--- config.mk ---
export PLATFORM = sky130hd
export DESIGN_NAME = ccr_regs
export DESIGN_NICKNAME = d
export VERILOG_FILES = /design/src/ccr_pkg.sv /design/src/ccr_regs.sv
export SDC_FILE = /design/constraint.sdc
export NUM_CORES = 1
export LEC_CHECK = 0
export BUFFER_PORTS_ARGS = -buffer_cell sky130_fd_sc_hd__buf_2
export CAP_MARGIN = 40
export CELL_PAD_IN_SITES_DETAIL_PLACEMENT = 1
export CELL_PAD_IN_SITES_GLOBAL_PLACEMENT = 1
export CORE_AREA = 3 3 90 92
export CTS_BUF_LIST = sky130_fd_sc_hd__clkbuf_16
export DETAILED_ROUTE_END_ITERATION = 10
export DIE_AREA = 0 0 93 95
export GPL_ROUTABILITY_DRIVEN = 0
export PLACE_DENSITY = 0.93
export SLEW_MARGIN = 15
export SYNTH_ARGS = -nofsm -noshare
export SYNTH_HDL_FRONTEND = slang
export SYNTH_SLANG_ARGS = --single-unit
--- constraint.sdc ---
create_clock -name clk -period 4.4 [get_ports clk]
set_clock_uncertainty 0.2 [all_clocks]
set_input_delay 0.22 -clock clk [delete_from_list [all_inputs] [get_ports clk]]
set_output_delay 0.22 -clock clk [all_outputs]
set_load 0.02 [all_outputs]
--- src/ccr_pkg.sv ---
// constants for the charger control register pair three and four
package ccr_pkg;
  // ************************************
  // register offsets
  // ************************************
  localparam logic [7:0] CCR_OFS_CTRL_THREE = 8'h12;
  localparam logic [7:0] CCR_OFS_CTRL_FOUR  = 8'h13;
  // ************************************
  // control register three fields
  // ************************************
  localparam int CCR_B3_DRIVERS_OFF  = 7;
  localparam int CCR_B3_PULSE_OFF    = 4;
  localparam int CCR_B3_SHIP_HOLD    = 3;
  localparam int CCR_B3_LINEAR_OFF   = 2;
  localparam int CCR_B3_AUDIO_OFF    = 0;
  // ************************************
  // control register four fields
  // ************************************
  localparam int CCR_B4_DRIVER_TWO   = 7;
  localparam int CCR_B4_DRIVER_ONE   = 6;
  localparam int CCR_B4_RATE_SELECT  = 5;
  localparam int CCR_B4_INDICATOR    = 4;
  localparam int CCR_B4_HICCUP_OFF   = 3;
  localparam int CCR_B4_FORCE_DETECT = 1;
  localparam int CCR_B4_OCP_ON       = 0;
  // ************************************
  // reset values
  // ************************************
  localparam logic       CCR_RST_ZERO      = 1'b0;
  localparam logic       CCR_RST_OCP_ON    = 1'b1;
  localparam logic [7:0] CCR_RST_LIMIT     = 8'h00;
  // ************************************
  // timing
  // ************************************
  localparam int CCR_CLK_HZ          = 100000000;
  localparam int CCR_HOLD_LONG_MS    = 1000;
  localparam int CCR_HOLD_SHORT_MS   = 15;
  localparam int CCR_HOLD_LONG_CYC   = CCR_HOLD_LONG_MS * (CCR_CLK_HZ / 1000);
  localparam int CCR_HOLD_SHORT_CYC  = CCR_HOLD_SHORT_MS * (CCR_CLK_HZ / 1000);
  localparam int CCR_HOLD_CNT_W      = 27;
  localparam logic [1:0] CCR_POR_SETTLE = 2'h3;
  // ************************************
  // detection sequence states
  // ************************************
  typedef enum logic [1:0] {
    CCR_DET_IDLE,
    CCR_DET_STOP,
    CCR_DET_MEASURE
  } ccr_det_state_t;
endpackage

--- src/ccr_regs.sv ---
// charger control registers three and four with detection and ship-exit timing
`timescale 1ns/1ns
`default_nettype none
// Overview of operation
// - drivers-off bit forces both driver enables low
// - pulse-mode-off bit, cleared only by register reset
// - ship exit hold: 1 s or 15 ms
// - linear-mode-off cleared by watchdog or reset
// - out-of-audio-off cleared only by register reset
// - driver two locked low without FET pair
// - driver one locked low without FET pair
// - rate select powers up from strap pin
// - indicator-off cleared by watchdog or reset
// - hiccup-off cleared by register reset
// - force detect accepted only above minimum voltage
// - detection stops switching, measures, updates limit
// - force detect self-clears when detection completes
// - overcurrent guard resets to on
module ccr_regs
  import ccr_pkg::*;
#(
  parameter int          HOLD_LONG_CYC  = CCR_HOLD_LONG_CYC,
  parameter int          HOLD_SHORT_CYC = CCR_HOLD_SHORT_CYC,
  parameter int          LIMIT_W        = 8
) (
  input  wire logic               clk,
  input  wire logic               rst_b,
  input  wire logic [7:0]         reg_addr,
  input  wire logic [7:0]         reg_wdata,
  input  wire logic               reg_wr,
  input  wire logic               reg_rd,
  output logic      [7:0]         reg_rdata,
  input  wire logic               register_reset,
  input  wire logic               watchdog_expired,
  input  wire logic               strap_pin,
  input  wire logic               fet_pair_one_present,
  input  wire logic               fet_pair_two_present,
  input  wire logic               battery_above_minimum_system_voltage,
  input  wire logic               wake_button_pin_b,
  input  wire logic               ship_mode_active,
  input  wire logic               input_current_zero,
  input  wire logic               adc_done,
  input  wire logic [LIMIT_W-1:0] adc_vbus,
  output logic                    selector_driver_one_on,
  output logic                    selector_driver_two_on,
  output logic                    light_load_pulse_mode_off,
  output logic                    precharge_linear_mode_off,
  output logic                    out_of_audio_off,
  output logic                    switching_rate_select,
  output logic                    indicator_pin_off,
  output logic                    rail_short_hiccup_off,
  output logic                    input_overcurrent_guard_on,
  output logic                    converter_stop,
  output logic                    adc_start,
  output logic [LIMIT_W-1:0]      input_voltage_regulation_limit,
  output logic                    ship_exit
);
  // ************************************
  // input synchronisers
  // ************************************
  logic [4:0] sync1_reg;
  logic [4:0] sync2_reg;
  always_ff @(posedge clk or negedge rst_b) begin
    if (!rst_b) begin
      sync1_reg <= 5'h1f;
      sync2_reg <= 5'h1f;
    end else begin
      sync1_reg <= {wake_button_pin_b, battery_above_minimum_system_voltage,
                    fet_pair_two_present, fet_pair_one_present, strap_pin};
      sync2_reg <= sync1_reg;
    end
  end
  wire strap_s   = sync2_reg[0];
  wire pair_one  = sync2_reg[1];
  wire pair_two  = sync2_reg[2];
  wire vbat_ok   = sync2_reg[3];
  wire wake_b_s  = sync2_reg[4];

  // ************************************
  // power-on capture of straps
  // ************************************
  logic [1:0] por_cnt_reg;
  logic       por_done_reg;
  logic       strap_val_reg;
  logic       one_ok_reg;
  logic       two_ok_reg;
  wire        por_capture = !por_done_reg && (por_cnt_reg == CCR_POR_SETTLE);
  always_ff @(posedge clk or negedge rst_b) begin
    if (!rst_b) begin
      por_cnt_reg   <= 2'h0;
      por_done_reg  <= 1'b0;
      strap_val_reg <= CCR_RST_ZERO;
      one_ok_reg    <= 1'b0;
      two_ok_reg    <= 1'b0;
    end else if (!por_done_reg) begin
      por_cnt_reg <= por_cnt_reg + 2'h1;
      if (por_capture) begin
        por_done_reg  <= 1'b1;
        strap_val_reg <= strap_s;
        one_ok_reg    <= pair_one;
        two_ok_reg    <= pair_two;
      end
    end
  end

  // ************************************
  // write decode
  // ************************************
  wire wr3 = reg_wr && (reg_addr == CCR_OFS_CTRL_THREE);
  wire wr4 = reg_wr && (reg_addr == CCR_OFS_CTRL_FOUR);
  logic drv_off_reg;
  logic pulse_off_reg;
  logic ship_hold_reg;
  logic linear_off_reg;
  logic audio_off_reg;
  logic drv_two_reg;
  logic drv_one_reg;
  logic rate_reg;
  logic ind_off_reg;
  logic hiccup_off_reg;
  logic force_det_reg;
  logic ocp_on_reg;
  ccr_det_state_t det_state_reg;
  ccr_det_state_t det_state_next;
  wire det_finish = (det_state_reg == CCR_DET_MEASURE) && adc_done;

  wire drv_off_next = wr3 ? reg_wdata[CCR_B3_DRIVERS_OFF] : drv_off_reg;
  wire drv_one_next = !drv_off_next && one_ok_reg &&
                      (wr4 ? reg_wdata[CCR_B4_DRIVER_ONE] : drv_one_reg);
  wire drv_two_next = !drv_off_next && two_ok_reg &&
                      (wr4 ? reg_wdata[CCR_B4_DRIVER_TWO] : drv_two_reg);
  wire force_set    = wr4 && reg_wdata[CCR_B4_FORCE_DETECT] && vbat_ok;

  // ************************************
  // control fields
  // ************************************
  always_ff @(posedge clk or negedge rst_b) begin
    if (!rst_b) begin
      drv_off_reg    <= CCR_RST_ZERO;
      drv_one_reg    <= CCR_RST_ZERO;
      drv_two_reg    <= CCR_RST_ZERO;
      pulse_off_reg  <= CCR_RST_ZERO;
      ship_hold_reg  <= CCR_RST_ZERO;
      linear_off_reg <= CCR_RST_ZERO;
      audio_off_reg  <= CCR_RST_ZERO;
      rate_reg       <= CCR_RST_ZERO;
      ind_off_reg    <= CCR_RST_ZERO;
      hiccup_off_reg <= CCR_RST_ZERO;
      force_det_reg  <= CCR_RST_ZERO;
      ocp_on_reg     <= CCR_RST_OCP_ON;
    end else begin
      drv_off_reg <= drv_off_next;
      drv_one_reg <= drv_one_next;
      drv_two_reg <= drv_two_next;
      if (por_capture || register_reset) begin
        rate_reg <= por_capture ? strap_s : strap_val_reg;
      end else if (wr4) begin
        rate_reg <= reg_wdata[CCR_B4_RATE_SELECT];
      end
      if (register_reset) begin
        pulse_off_reg  <= CCR_RST_ZERO;
        ship_hold_reg  <= CCR_RST_ZERO;
        linear_off_reg <= CCR_RST_ZERO;
        audio_off_reg  <= CCR_RST_ZERO;
        ind_off_reg    <= CCR_RST_ZERO;
        hiccup_off_reg <= CCR_RST_ZERO;
        force_det_reg  <= CCR_RST_ZERO;
        ocp_on_reg     <= CCR_RST_OCP_ON;
      end else begin
        if (wr3) begin
          pulse_off_reg <= reg_wdata[CCR_B3_PULSE_OFF];
          ship_hold_reg <= reg_wdata[CCR_B3_SHIP_HOLD];
          audio_off_reg <= reg_wdata[CCR_B3_AUDIO_OFF];
        end
        if (wr4) begin
          hiccup_off_reg <= reg_wdata[CCR_B4_HICCUP_OFF];
          ocp_on_reg     <= reg_wdata[CCR_B4_OCP_ON];
        end
        // watchdog clears only its own fields, other fields keep their value
        if (watchdog_expired) begin
          linear_off_reg <= CCR_RST_ZERO;
          ind_off_reg    <= CCR_RST_ZERO;
        end else begin
          if (wr3) linear_off_reg <= reg_wdata[CCR_B3_LINEAR_OFF];
          if (wr4) ind_off_reg <= reg_wdata[CCR_B4_INDICATOR];
        end
        if (force_set) begin
          force_det_reg <= 1'b1;
        end else if (det_finish) begin
          force_det_reg <= 1'b0;
        end
      end
    end
  end

  // ************************************
  // forced input limit detection
  // ************************************
  always_comb begin
    det_state_next = det_state_reg;
    case (det_state_reg)
      CCR_DET_IDLE:    if (force_det_reg) det_state_next = CCR_DET_STOP;
      CCR_DET_STOP:    if (input_current_zero) det_state_next = CCR_DET_MEASURE;
      CCR_DET_MEASURE: if (adc_done) det_state_next = CCR_DET_IDLE;
      default:         det_state_next = CCR_DET_IDLE;
    endcase
    if (register_reset) det_state_next = CCR_DET_IDLE;
  end
  wire det_start_meas = (det_state_reg == CCR_DET_STOP) && input_current_zero;
  always_ff @(posedge clk or negedge rst_b) begin
    if (!rst_b) begin
      det_state_reg                  <= CCR_DET_IDLE;
      converter_stop                 <= 1'b0;
      adc_start                      <= 1'b0;
      input_voltage_regulation_limit <= CCR_RST_LIMIT[LIMIT_W-1:0];
    end else begin
      det_state_reg  <= det_state_next;
      converter_stop <= (det_state_next != CCR_DET_IDLE);
      adc_start      <= det_start_meas && !register_reset;
      if (det_finish && !register_reset) begin
        input_voltage_regulation_limit <= adc_vbus;
      end
    end
  end

  // ************************************
  // ship mode exit timer
  // ************************************
  logic [CCR_HOLD_CNT_W-1:0] hold_cnt_reg;
  wire  [CCR_HOLD_CNT_W-1:0] hold_need = ship_hold_reg ?
                                         CCR_HOLD_CNT_W'(HOLD_SHORT_CYC) : CCR_HOLD_CNT_W'(HOLD_LONG_CYC);
  wire  hold_hit = ship_mode_active && !wake_b_s && (hold_cnt_reg == hold_need - CCR_HOLD_CNT_W'(1));
  always_ff @(posedge clk or negedge rst_b) begin
    if (!rst_b) begin
      hold_cnt_reg <= '0;
      ship_exit    <= 1'b0;
    end else begin
      ship_exit <= hold_hit;
      if (!ship_mode_active || wake_b_s || hold_hit) begin
        hold_cnt_reg <= '0;
      end else begin
        hold_cnt_reg <= hold_cnt_reg + CCR_HOLD_CNT_W'(1);
      end
    end
  end

  // ************************************
  // read back and field outputs
  // ************************************
  wire [7:0] rd_three = {drv_off_reg, 2'h0, pulse_off_reg, ship_hold_reg,
                         linear_off_reg, 1'b0, audio_off_reg};
  wire [7:0] rd_four  = {drv_two_reg, drv_one_reg, rate_reg, ind_off_reg,
                         hiccup_off_reg, 1'b0, force_det_reg, ocp_on_reg};
  wire [7:0] rd_mux   = (reg_addr == CCR_OFS_CTRL_THREE) ? rd_three :
                        (reg_addr == CCR_OFS_CTRL_FOUR)  ? rd_four  : 8'h00;
  always_ff @(posedge clk or negedge rst_b) begin
    if (!rst_b) begin
      reg_rdata <= 8'h00;
    end else if (reg_rd) begin
      reg_rdata <= rd_mux;
    end
  end
  assign selector_driver_one_on     = drv_one_reg;
  assign selector_driver_two_on     = drv_two_reg;
  assign light_load_pulse_mode_off  = pulse_off_reg;
  assign precharge_linear_mode_off  = linear_off_reg;
  assign out_of_audio_off           = audio_off_reg;
  assign switching_rate_select      = rate_reg;
  assign indicator_pin_off          = ind_off_reg;
  assign rail_short_hiccup_off      = hiccup_off_reg;
  assign input_overcurrent_guard_on = ocp_on_reg;

  // ************************************
  // checks
  // ************************************
  chk_drivers_forced_off: assert property (@(posedge clk) disable iff (!rst_b)
    drv_off_reg |-> !drv_one_reg && !drv_two_reg) else $error("driver on while drivers off");
  chk_driver_one_lock: assert property (@(posedge clk) disable iff (!rst_b)
    (por_done_reg && !one_ok_reg) |-> !drv_one_reg) else $error("driver one set without fet pair");
  chk_driver_two_lock: assert property (@(posedge clk) disable iff (!rst_b)
    (por_done_reg && !two_ok_reg) |-> !drv_two_reg) else $error("driver two set without fet pair");
  chk_watchdog_keeps_pulse: assert property (@(posedge clk) disable iff (!rst_b)
    (watchdog_expired && !register_reset && !wr3) |=> $stable(pulse_off_reg) && !linear_off_reg && !ind_off_reg)
    else $error("watchdog field handling wrong");
  chk_force_needs_vbat: assert property (@(posedge clk) disable iff (!rst_b)
    (!force_det_reg && !vbat_ok) |=> !force_det_reg) else $error("force detect set below minimum");
  chk_detect_updates: assert property (@(posedge clk) disable iff (!rst_b)
    (det_finish && !register_reset) |=> input_voltage_regulation_limit == $past(adc_vbus) &&
    (!force_det_reg || $past(force_set))) else $error("limit not updated or force not cleared");
  chk_stop_during_meas: assert property (@(posedge clk) disable iff (!rst_b)
    (det_state_reg == CCR_DET_MEASURE) |-> converter_stop) else $error("switching during measurement");
  chk_reset_restores_ocp: assert property (@(posedge clk) disable iff (!rst_b)
    register_reset |=> ocp_on_reg && !pulse_off_reg && !audio_off_reg && !hiccup_off_reg)
    else $error("register reset values wrong");
  chk_rate_from_strap: assert property (@(posedge clk) disable iff (!rst_b)
    por_capture |=> rate_reg == $past(strap_s)) else $error("rate not taken from strap");
  chk_ship_exit_hold: assert property (@(posedge clk) disable iff (!rst_b)
    ship_exit |-> $past(hold_cnt_reg) == hold_need - CCR_HOLD_CNT_W'(1)) else $error("ship exit at wrong time");
  cov_detect_done: cover property (@(posedge clk) disable iff (!rst_b) det_finish);
  cov_ship_exit: cover property (@(posedge clk) disable iff (!rst_b) ship_exit);
  cov_driver_forced: cover property (@(posedge clk) disable iff (!rst_b) drv_off_reg ##1 !drv_off_reg ##1 drv_one_reg);
  cov_watchdog: cover property (@(posedge clk) disable iff (!rst_b) watchdog_expired && ind_off_reg);
endmodule
`default_nettype wire

# Word-level counts from Yosys, hierarchy flattened
# Cells that the tools add are included.
[word_totals]
register_bits = 76
input_bits = 38
output_inout_bits = 28
[op_classes]
add_sub_neg = 3
eq_ne = 6
n_mux = 36
bitwise = 1
reduce_logical = 32
[op_table]
columns = ["operator", "n"]
rows = [
  ["27-bit 2-to-1 mux", 2],
  ["27-bit by 1-bit adder with 27-bit output, second input constant", 1],
  ["27-bit equality test", 1],
  ["1-bit 2-to-1 mux", 27],
  ["27-bit by 1-bit subtractor with 27-bit output, second input constant", 1],
  ["8-bit by 5-bit equality test with 1-bit output, second input constant", 2],
  ["8-bit 2-to-1 mux", 2],
  ["1-bit logical AND", 15],
  ["3-bit nonzero test", 3],
  ["2-bit 2-to-1 mux", 4],
  ["2-bit nonzero test", 4],
  ["2-bit one-hot mux with 3 select lines", 1],
  ["1-bit zero test", 5],
  ["2-bit equality test, second input constant", 2],
  ["1-bit logical OR", 3],
  ["2-bit by 1-bit adder with 2-bit output, second input constant", 1],
  ["2-bit by 1-bit equality test with 1-bit output, second input constant", 1],
  ["2-bit zero test", 1],
  ["2-bit AND reduction", 1],
  ["1-bit NOT", 1],
]

# Logic depth before layout (Yosys ltp)
# Gate-level depths: netlist of run 1.
[logic_depth]
word_depth = 6
mapped_depth = 7

# Worst setup path after synthesis of run 1
# OpenSTA, ideal clock, no wires.
[synth_path]
path_kind = "flip-flop to flip-flop"
start = "register hold_cnt_reg[21]"
end = "register hold_cnt_reg[2]"
setup_ns = 0.140
t_arrival_ns = 1.915
slack_ns = 2.145
stages_incl_launch_ff = 7
path_buffers = 2
period_less_slack_ns = 2.255
cell_sequence = "dfrtp_1 > buf_2 > a41oi_1 > or4b_1 > a2111oi_4 > buf_6 > nor3_1"
[synth_between]
elab_chain_cells = 4
[synth_lines]
columns = ["item", "line", "text"]
rows = [
  ["start: declaration", "ccr_regs.sv:229", "logic [CCR_HOLD_CNT_W-1:0] hold_cnt_reg;"],
  ["start signal: assignment", "ccr_regs.sv:242", "hold_cnt_reg <= hold_cnt_reg + CCR_HOLD_CNT_W'(1);"],
  ["27-bit equality test", "ccr_regs.sv:232", "wire hold_hit = ship_mode_active && !wake_b_s && (hold_cnt_reg == hold_need - CCR_HOLD_CNT_W'(1));"],
  ["1-bit logical AND", "ccr_regs.sv:232", ""],
  ["1-bit logical OR", "ccr_regs.sv:239", "if (!ship_mode_active || wake_b_s || hold_hit) begin"],
  ["27-bit 2-to-1 mux", "ccr_regs.sv:239", ""],
]
# Every way passes these cells.
# A chain may end at the register's enable or synchronous reset.

# Final worst setup path of run 1
[layout_path]
start = "register hold_cnt_reg[16]"
end = "register hold_cnt_reg[22]"
[layout_between]
elab_chain_cells = 4
[layout_lines]
columns = ["item", "line"]
rows = [
  ["parallel branches: the longest is 3 deep, another holds 27-bit by 1-bit adder with 27-bit output", "n/a"],
  ["27-bit 2-to-1 mux (*)", "ccr_regs.sv:239"],
]
# Mark *: on every way between the ends.

==> flow_metrics.py, run 1 <==
metrics = {
    "run_status": {
        "status": "finished, final reports clean",
    },
    "placement": {
        "dp_hpwl_mm": 6.15,
        "portBuffers": 65,
        "dp_cells": 455,
        "place_ws_ns": 1.60,
    },
    "setup_path": {
        "cp.arrival_ns": 2.68,
        "required_ns": 4.38,
        "r2r_slack_ns": 1.70,
        "r2r_cells": 4,
        "startpoint_type": "flop",
        "r2r_start": "hold_cnt_reg[16]$_DFF_PN0_",
        "r2r-end": "hold_cnt_reg[22]$_DFF_PN0_",
        "path_class": "flop to flop",
        "crit_fanout": 6,
        "worstSetupEndpointType": "flop",
    },
    "clock_tree": {
        "cts_tree": "done",
        "numCtsBuffers": 9,
        "cts_resized": 0,
        "cts.sinks": 76,
        "clockBufferDepth": 2,
        "clk_latency_ns": 0.35,
        "cts_root_buffer": "clkbuf_16",
        "h-tree-depth": 3,
        "post_cts_buffers": 0,
        "cts.clk_slew.worst_paths_ns": 0.07,
    },
    "synth": {
        "yosysTopAreaCell": "dfrtp_1",
        "ys_ff_latch": 76,
        "synth_top_area_share_pct": 47.0,
        "ys.flop_type": "dfrtp_1",
        "synth_async_sr_flop_share_pct": 100,
        "syn_area_um2": 3460,
        "synth.area.top_cells": "dfrtp_1, dfstp_2, mux2_2, mux2i_1, nor3_1",
        "synthCells": 302,
        "syn-num-nets": 342,
        "ys_seq_area_share_pct": 55.3,
        "synth_edf_count": 0,
        "netlist-cell-type-count": 49,
        "ys.warnings.count": 0,
        "syn_avg_cell_area_um2": 11.5,
    },
    "timing": {
        "rsz0062_at_grt": "no",
        "tns_ns": 0,
        "hold_viol": 0,
        "drv_slew": 0,
        "min_period_ns": 2.70,
        "fin_ws_ns": 1.70,
        "worst_slew_pin_slew_ns": 0.742,
        "max_slew_margin_pct": 50.4,
        "fin_crit_sh_pct": 61.3,
        "final-setup-viol-count": 0,
        "max_freq_mhz": 371,
    },
    "power": {
        "power_density_nw_per_um2": 366,
        "report.power.total_mw": 1.61,
        "ir_drop_mv": 0.212,
        "cellLeakagePower_nw": 1.97,
    },
    "min_path": {
        "hold_depth": 3,
        "hp-class": "input pin to flop",
        "hold_start": "reg_wdata[4]",
        "min_to": "indicator_pin_off$_DFFE_PN0P_",
    },
    "final_layout": {
        "area_growth_syn_to_layout_pct": 27.1,
        "final_cells": 492,
        "layout-drive-gt1-share_pct": 30.8,
        "layout_common_cells": "dfrtp_1, buf_2, nor3_1",
        "largest_reg_flops": 27,
        "num_antenna_cells": 0,
        "utilization_pct": 60.4,
        "fin_nets": 428,
        "final_common_cell": "dfrtp_1",
    },
    "floorplan": {
        "fp.dieH_um": 95,
        "die_x_um": 93,
        "fp.coreArea_um2": 7290,
        "floorplan.initialDensity_pct": 47.5,
        "rows": 31,
        "die-area_um2": 8840,
        "num_io_pins": 66,
    },
    "detailed_routing": {
        "vias_per_cell": 6.07,
        "vias": 2987,
        "routed_wl_mm": 11.8,
        "drt_iter0_drc": 189,
        "dr.pass1.iters": 4,
        "wl_per_cell_um": 24.0,
        "drtAntennaViolNets": 0,
        "drc": 0,
    },
    "grt": {
        "grt_remaining_overflow": 0,
        "antenna_found_initial": 0,
        "grt_pass1_vias": 3245,
        "gr-usage-all-layers_pct": 27.0,
        "grt_max_degree": 41,
        "grt_pass1_wl_mm": 17.8,
    },
    "job": {
        "max_cap_viol_count": 0,
    },
}
==> area by class of cell <==
| cell class | instances | area, um^2 |
|---|---|---|
| Clock buffer | 9 | 225 |
| Clock inverter | 7 | 90.1 |
| Fill cell | 776 | 2890 |
| Inverter | 13 | 48.8 |
| Multi-Input combinational cell | 199 | 1420 |
| Sequential cell | 76 | 1920 |
| Tap cell | 99 | 124 |
| Timing Repair Buffer | 89 | 578 |
==> how the worst max path moves through the flow <==
stage / startpoint / endpoint / slack, ns / depth (start not counted)
floorplan: hold_cnt_reg[21]$_DFF_PN0_ / hold_cnt_reg[2]$_DFF_PN0_ / 2.14 / 6
global placement: hold_cnt_reg[21]$_DFF_PN0_ / hold_cnt_reg[1]$_DFF_PN0_ / 1.61 / 5
detailed placement: hold_cnt_reg[21]$_DFF_PN0_ / hold_cnt_reg[12]$_DFF_PN0_ / 1.60 / 5
CTS: hold_cnt_reg[21]$_DFF_PN0_ / hold_cnt_reg[12]$_DFF_PN0_ / 1.56 / 5
global route: hold_cnt_reg[15]$_DFF_PN0_ / hold_cnt_reg[22]$_DFF_PN0_ / 1.63 / 4
finish: hold_cnt_reg[16]$_DFF_PN0_ / hold_cnt_reg[22]$_DFF_PN0_ / 1.70 / 4
==> cell usage after synthesis, types with 3 or more instances <==
library cell,number
o22ai_1,5
nor2_1,11
nand3_1,16
o21ai_0,9
inv_1,13
a211oi_2,3
xor2_1,6
nand2_1,14
mux2_2,13
nor3b_1,4
dfrtp_1,65
mux2i_1,13
xnor2_1,7
or3_1,6
nor3_1,22
dfstp_2,11
nor2b_1,3
clkbuf_1,7
nand4_1,9
a211oi_1,10
or2_2,4
o31ai_1,7
and3_1,3
or4_1,7
==> through the flow <==
stage	cell area, um^2	hold WS [ns]
global placement	3840	0.125
CTS	4380	0.00720
floorplan	3460	-0.276
detailed placement	3880	0.0103
finish	4400	0.0399
global route	4400	0.0275
==> report_power, final <==
group	leakage (nW)	switching (mW)	internal [mW]	total, mW
clock	0.157	0.315	0.495	0.810
sequential	1.01	0.00629	0.712	0.719
combinational	0.803	0.0486	0.0354	0.0840
==> worst max-delay path, cell delays in order (launching register included) <==
cell,delay [ns]
dfrtp_1,0.42
nand4_1,0.23
or4_4,0.64
or4_1,0.55
a211oi_1,0.52
==> metal layers <==
metal	global-route usage (%)	vias to the layer above	wire length [um]	share of wire, %
met4	12.8	0	541	4.6
met5	0	-	0	0
li1	-	1294	-	-
met3	7.25	46	638	5.4
met1	30.0	1522	4560	39
met2	48.1	125	6050	51
==> logic make-up (layout without fill, tap and decap cells) <==
| kind of cell | after synthesis | count (layout) | synth area share [%] |
|---|---|---|---|
| DFF | 76 | 76 | 55.3 |
| buffers and inverters | 27 | 118 | 3.65 |
| AOI/OAI and AO/OA | 42 | 42 | 9.43 |
| adders and majority gates | 2 | 2 | 0.723 |
| xor gates and xnor gates | 13 | 13 | 3.29 |
| muxes | 26 | 26 | 7.99 |
| and+or+nand+nor | 116 | 116 | 19.6 |
==> repair_timing <==
item | CTS | global route
hold endpoints to repair | 52 | 1
hold buffers | 19 | 1
endpoints found under the setup margin | 0 | 0
No activity file was read; power rests on OpenSTA's default activity.
==> run 2: changes to the inputs <==
Settings changed: ABC_AREA set to 1, CORE_AREA 3 3 90 92 to 3 3 99 101, DIE_AREA 0 0 93 95 to 0 0 102 104, PLACE_DENSITY 0.93 to 0.86.
Clock period 4.4 ns to 2.8 ns, I/O delays scaled along.
==> run 2 against run 1 <==
Compared with the run above: sequential share of layout area down 3.1 points; combinational power increased by 89%; clock-buffer cell count did not move; power is 61% higher; non-clock buffer count rose by 11; critical path depth up 3; final cell count rose by 36%.
==> flow_metrics.py, run 2 <==
metrics = {
    "floorplan": {
        "num_io_pins": 66,
        "fp.coreArea_um2": 9110,
        "fp.dieH_um": 104,
        "die_x_um": 102,
        "floorplan.initialDensity_pct": 39.8,
        "die-area_um2": 10600,
        "rows": 35,
    },
    "run_status": {
        "status": "finished, final reports clean",
    },
    "synth": {
        "netlist_top_cells_count": "nand2_1, nor2_1, dfrtp_1",
        "ys.flop_type": "dfrtp_1",
        "synthCells": 446,
        "ys_ff_latch": 76,
        "synth.most_common_cell": "nand2_1",
        "syn-num-nets": 486,
        "yosysTopAreaCell": "dfrtp_1",
        "synth_async_sr_flop_share_pct": 100,
        "syn_avg_cell_area_um2": 8.13,
        "synth_edf_count": 0,
        "syn_area_um2": 3630,
        "synth_top_area_share_pct": 44.9,
        "ys.warnings.count": 0,
        "netlist-cell-type-count": 28,
        "synth.area.top_cells": "dfrtp_1, nand2_1, nor2_1, dfstp_2, nand3_1",
        "ys_seq_area_share_pct": 52.8,
    },
    "setup_path": {
        "cp.arrival_ns": 2.53,
        "critPathBufInv": 4,
        "worstSetupEndpointType": "flop",
        "crit_path_frequent_cell": "dlygate4sd3_1",
        "worstPathCellList": "dlygate4sd3_1, buf_2, nor2_1, nand2_1, dlygate4sd3_1, o21ai_0, dlygate4sd3_1",
        "path_class": "input pin to flop",
        "path_delay_family": "buffers and inverters",
        "cp_slowest_cell": "dlygate4sd3_1",
        "required_ns": 2.88,
        "crit_fanout": 8,
        "cpPeakStageDelay_ns": 0.61,
        "startpoint_type": "input pin",
    },
    "clock_tree": {
        "cts.clk_slew.worst_paths_ns": 0.07,
        "numCtsBuffers": 9,
        "clockBufferDepth": 2,
        "h-tree-depth": 3,
        "clk_latency_ns": 0.35,
        "cts_root_buffer": "clkbuf_16",
        "cts_tree": "done",
        "cts.sinks": 76,
        "cts_resized": 0,
    },
    "final_layout": {
        "num_antenna_cells": 0,
        "fin_nets": 593,
        "area_growth_syn_to_layout_pct": 30.8,
        "largest_reg_flops": 27,
        "layout-drive-gt1-share_pct": 20.1,
        "final_common_cell": "nand2_1",
        "layout_common_cells": "nand2_1, nor2_1, dfrtp_1",
        "final_cells": 669,
    },
    "timing": {
        "fin_crit_sh_pct": 87.4,
        "min_period_ns": 2.45,
        "max_freq_mhz": 409,
        "tns_ns": 0,
        "max_slew_margin_pct": 62.1,
        "hold_viol": 0,
        "drv_slew": 0,
        "worst_slew_pin_slew_ns": 0.568,
        "final-setup-viol-count": 0,
        "rsz0062_at_grt": "no",
    },
    "grt": {
        "grt_remaining_overflow": 0,
        "grt_pass1_wl_mm": 20.0,
        "grt_pass1_vias": 3854,
        "gr-usage-all-layers_pct": 24.8,
        "grt_max_degree": 43,
        "antenna_found_initial": 0,
    },
    "detailed_routing": {
        "drtAntennaViolNets": 0,
        "routed_wl_mm": 12.3,
        "drt_iter0_drc": 217,
        "dr.pass1.iters": 4,
        "vias": 3472,
        "vias_per_cell": 5.19,
        "wl_per_cell_um": 18.4,
        "drc": 0,
    },
    "job": {
        "max_cap_viol_count": 0,
    },
    "power": {
        "comb_power_share_pct": 6.1,
        "p_switching_uw": 622,
        "report.power.total_mw": 2.60,
        "cellLeakagePower_nw": 2.28,
        "clock_power_share_pct": 50.1,
        "power_density_nw_per_um2": 548,
        "p_sw_share_pct": 24.0,
        "sequentialPowerShare_pct": 43.8,
        "ir_drop_mv": 0.459,
        "p_int_mw": 1.97,
    },
    "min_path": {
        "hp-class": "input pin to flop",
    },
    "placement": {
        "dp_hpwl_mm": 7.30,
        "portBuffers": 65,
        "dp_cells": 619,
    },
}
[run 2: cell count changes in the layout (fill, tap and decap cells not counted), moves of 7 or more]
cell,previous run,this run
nand2_1,14,135
nor2_1,11,86
inv_1,14,45
nor3_1,22,1
nand3_1,16,36
dlygate4sd3_1,20,34
mux2i_1,13,0
a211oi_1,10,0
or4_1,7,0
[run 2: worst register-to-register path: stages (launching register included)]
cell           delay, ns
dfstp_2             0.51
nand4_1             0.08
dlygate4sd3_1       0.61
a21oi_1             0.14
dlygate4sd3_1       0.57
[run 2: path summary, 6_finish.rpt]
path / slack (ns) / start / to / cells past startpoint
min in group asynchronous: 0.13 / rst_b / reg_rdata[1]$_DFFE_PN0P_ / 2
setup / recovery: 0.35 / register_reset / indicator_pin_off$_DFFE_PN0P_ / 7
hold / removal: 0.05 / reg_addr[2] / reg_rdata[2]$_DFFE_PN0P_ / 6
setup reg to reg: 0.64 / sync2_reg[3]$_DFF_PN1_ / force_det_reg$_DFFE_PN0P_ / 4
max in group asynchronous: 1.59 / rst_b / sync2_reg[4]$_DFF_PN1_ / 3
hold reg to reg: 0.16 / sync1_reg[2]$_DFF_PN1_ / sync2_reg[2]$_DFF_PN1_ / 0
[run 2: power by group through the flow]
| stage | Clock, mW | Combinational, mW | Sequential [mW] |
|---|---|---|---|
| 2_1_floorplan | 0 | 0.0389 | 1.16 |
| 6_report | 1.30 | 0.159 | 1.14 |
| 5_1_grt | 1.36 | 0.174 | 1.14 |
| 4_1_cts | 1.28 | 0.154 | 1.14 |
| 3_3_place_gp | 0 | 0.113 | 1.15 |
| 3_5_place_dp | 0 | 0.121 | 1.16 |
[run 2: repair_timing]
action	CTS	global route
endpoints found under the hold margin	100	0
setup buffers	0	0
hold buffers	34	0
[run 2: area by class of cell]
type                            count  area, um^2
Tap cell                          111         139
Multi-Input combinational cell    320        1510
Clock inverter                      7        96.3
Timing Repair Buffer              100         688
Clock buffer                        9         225
Fill cell                        1110        4370
Sequential cell                    76        1920
Inverter                           46         173
[run 2: logic make-up (layout without fill, tap and decap cells)]
logic type                 after synthesis  count (layout)  synth area share (%)
DFF                                     76              76                  52.8
AOI/OAI and AO/OA                       23              23                  3.66
adders and majority gates                2               2                 0.690
muxes                                    8               8                  2.48
xor gates and xnor gates                13              13                  3.14
and+or+nand+nor                        274             274                  31.6
buffers and inverters                   50             162                  5.62
[run 2: layer usage]
metal  GRT usage, %  routed length [um]  vias up
met5              0                   0        -
met4           14.9                 635        0
met1           28.9                4840     1711
met2           42.4                6340      113
li1               -                   -     1610
met3           3.29                 527       38
[run 2: per-stage QoR]
stage / instance area, um^2 / util [%] / worst slack, ns / hold WS, ns
3_5_place_dp: 4080 / 44.8 / 1.00 / -0.0608
4_1_cts: 4740 / 52.1 / 0.459 / 0.0612
2_1_floorplan: 3630 / - / 1.23 / -0.356
6_report: 4740 / 52.1 / 0.354 / 0.0532
5_1_grt: 4740 / 52.1 / 0.268 / 0.116
3_3_place_gp: 4060 / 44.6 / 1.07 / 0.0451
==> run 3: changes to the inputs <==
Settings changed: ABC_AREA 1 to unset, CORE_AREA 3 3 99 101 to 3 3 94 96, DIE_AREA 0 0 102 104 to 0 0 97 99, PLACE_DENSITY 0.86 to unset, PLACE_DENSITY_LB_ADDON set to 0.08.
==> run 3 against run 2 <==
Compared with the run above: power shrank 1.3%; critical path depth shrank 3; flip-flop and latch count unchanged; sequential power hardly changed; setup slack better by 0.030 ns; maximum frequency is 1.3% higher; non-clock buffer count grew 2; final cell count fell by 24%.
==> flow_metrics.py, run 3 (synthesis results as in run 1) <==
metrics = {
    "setup_path": {
        "required_ns": 2.85,
        "worstSetupEndpointType": "flop",
        "path_class": "flop to flop",
        "path_delay_family": "simple AND/OR/NAND/NOR gates",
        "cp_slowest_cell": "or4_1",
        "critPathBufInv": 0,
        "crit_fanout": 8,
        "cp.arrival_ns": 2.46,
        "cpPeakStageDelay_ns": 0.69,
        "startpoint_type": "flop",
        "worstPathCellList": "nand4_2, or4_1, or4_4, a211oi_2",
    },
    "clock_tree": {
        "h-tree-depth": 3,
        "cts_tree": "done",
        "cts_root_buffer": "clkbuf_16",
        "holdBufCountCts": 32,
        "clk_latency_ns": 0.33,
        "post_cts_buffers": 0,
        "clockBufferDepth": 2,
        "cts.sinks": 76,
        "cts.clk_slew.worst_paths_ns": 0.06,
        "cts_resized": 0,
        "numCtsBuffers": 9,
    },
    "run_status": {
        "status": "finished, final reports clean",
    },
    "final_layout": {
        "largest_reg_flops": 27,
        "utilization_pct": 56.0,
        "final_common_cell": "dfrtp_1",
        "num_antenna_cells": 0,
        "fin_nets": 441,
        "layout-drive-gt1-share_pct": 30.0,
        "nFillCells": 876,
        "layout_common_cells": "dfrtp_1, buf_2, dlygate4sd3_1",
        "area_growth_syn_to_layout_pct": 31.6,
    },
    "floorplan": {
        "fp.coreArea_um2": 8130,
        "die-area_um2": 9600,
        "rows": 33,
        "num_io_pins": 66,
        "fp.dieH_um": 99,
        "die_x_um": 97,
        "floorplan.initialDensity_pct": 42.6,
    },
    "timing": {
        "drv_slew": 0,
        "rsz0062_at_grt": "no",
        "tns_ns": 0,
        "fin_crit_sh_pct": 86.3,
        "max_slew_margin_pct": 51.2,
        "worst_slew_pin_slew_ns": 0.729,
        "hold_ws_ns": 0.0110,
        "min_period_ns": 2.42,
        "hold_viol": 0,
        "final-setup-viol-count": 0,
        "max_freq_mhz": 414,
    },
    "detailed_routing": {
        "routed_wl_mm": 8.53,
        "drc": 0,
        "vias_per_cell": 5.41,
        "wl_per_cell_um": 16.7,
        "drtAntennaViolNets": 0,
        "vias": 2764,
        "drt_iter0_drc": 91,
        "dr.pass1.iters": 4,
    },
    "grt": {
        "antenna_found_initial": 0,
        "grt_max_degree": 41,
        "grt_pass1_vias": 2822,
        "grt_pass1_wl_mm": 14.5,
        "grt_remaining_overflow": 0,
        "gr-usage-all-layers_pct": 19.1,
    },
    "job": {
        "max_cap_viol_count": 0,
    },
    "placement": {
        "portBuffers": 65,
        "dp_hpwl_mm": 5.76,
    },
    "power": {
        "cellLeakagePower_nw": 2.03,
        "power_density_nw_per_um2": 563,
        "ir_drop_mv": 0.398,
    },
    "min_path": {
        "hp-class": "input pin to flop",
    },
}
-- run 3: report_power, final --
group / total (mW) / switching (mW) / internal (mW)
registers: 1.13 / 0.00691 / 1.12
logic: 0.128 / 0.0663 / 0.0616
clock network: 1.31 / 0.441 / 0.867
total: 2.56 / 0.514 / 2.05
-- run 3: metal layers --
layer | routed length, um | track usage [%] | part of all wire (%) | vias to the layer above
li1 | - | - | - | 1313
met1 | 3890 | 24.4 | 46 | 1396
met2 | 4210 | 31.8 | 49 | 43
met3 | 282 | 3.96 | 3.3 | 12
met4 | 148 | 7.56 | 1.7 | 0
met5 | 0 | 0 | 0 | -
-- run 3: area by class of cell --
type                       instances  area, um^2  share of cell area [%]
tap                              105         131                    2.88
sequential                        76        1920                    42.1
timing repair buffer             102         698                    15.3
inverter                          13        48.8                    1.07
clock inverter                     7         115                    2.53
clock buffer                       9         225                    4.95
multi-input combinational        199        1420                    31.2
-- run 3: worst paths after layout --
path	start	endpoint	slack, ns	cells past startpoint
worst max-delay path	hold_cnt_reg[5]$_DFF_PN0_	hold_cnt_reg[24]$_DFF_PN0_	0.38	4
worst min-delay path	reg_addr[0]	reg_rdata[6]$_DFFE_PN0P_	0.01	3
worst max register to register	hold_cnt_reg[5]$_DFF_PN0_	hold_cnt_reg[24]$_DFF_PN0_	0.38	4
worst min register to register	sync1_reg[0]$_DFF_PN1_	sync2_reg[0]$_DFF_PN1_	0.15	0
max in group asynchronous	rst_b	sync2_reg[1]$_DFF_PN1_	1.61	3
min in group asynchronous	rst_b	reg_rdata[7]$_DFFE_PN0P_	0.14	2
-- run 3: per-stage QoR --
step,setup WS (ns),cell area (um^2),std cells,total power [mW]
2_1_floorplan,0.545,3460,302,1.18
3_3_place_gp,0.428,3870,462,1.24
3_5_place_dp,0.382,3890,463,1.25
4_1_cts,0.372,4550,511,2.59
5_1_grt,0.254,4550,511,2.67
6_report,0.384,4550,511,2.56
-- run 3: tightest hold or removal path: stages --
cell and delay (ns):
buf_2 0.19, nand3_1 0.09, o21ai_0 0.07
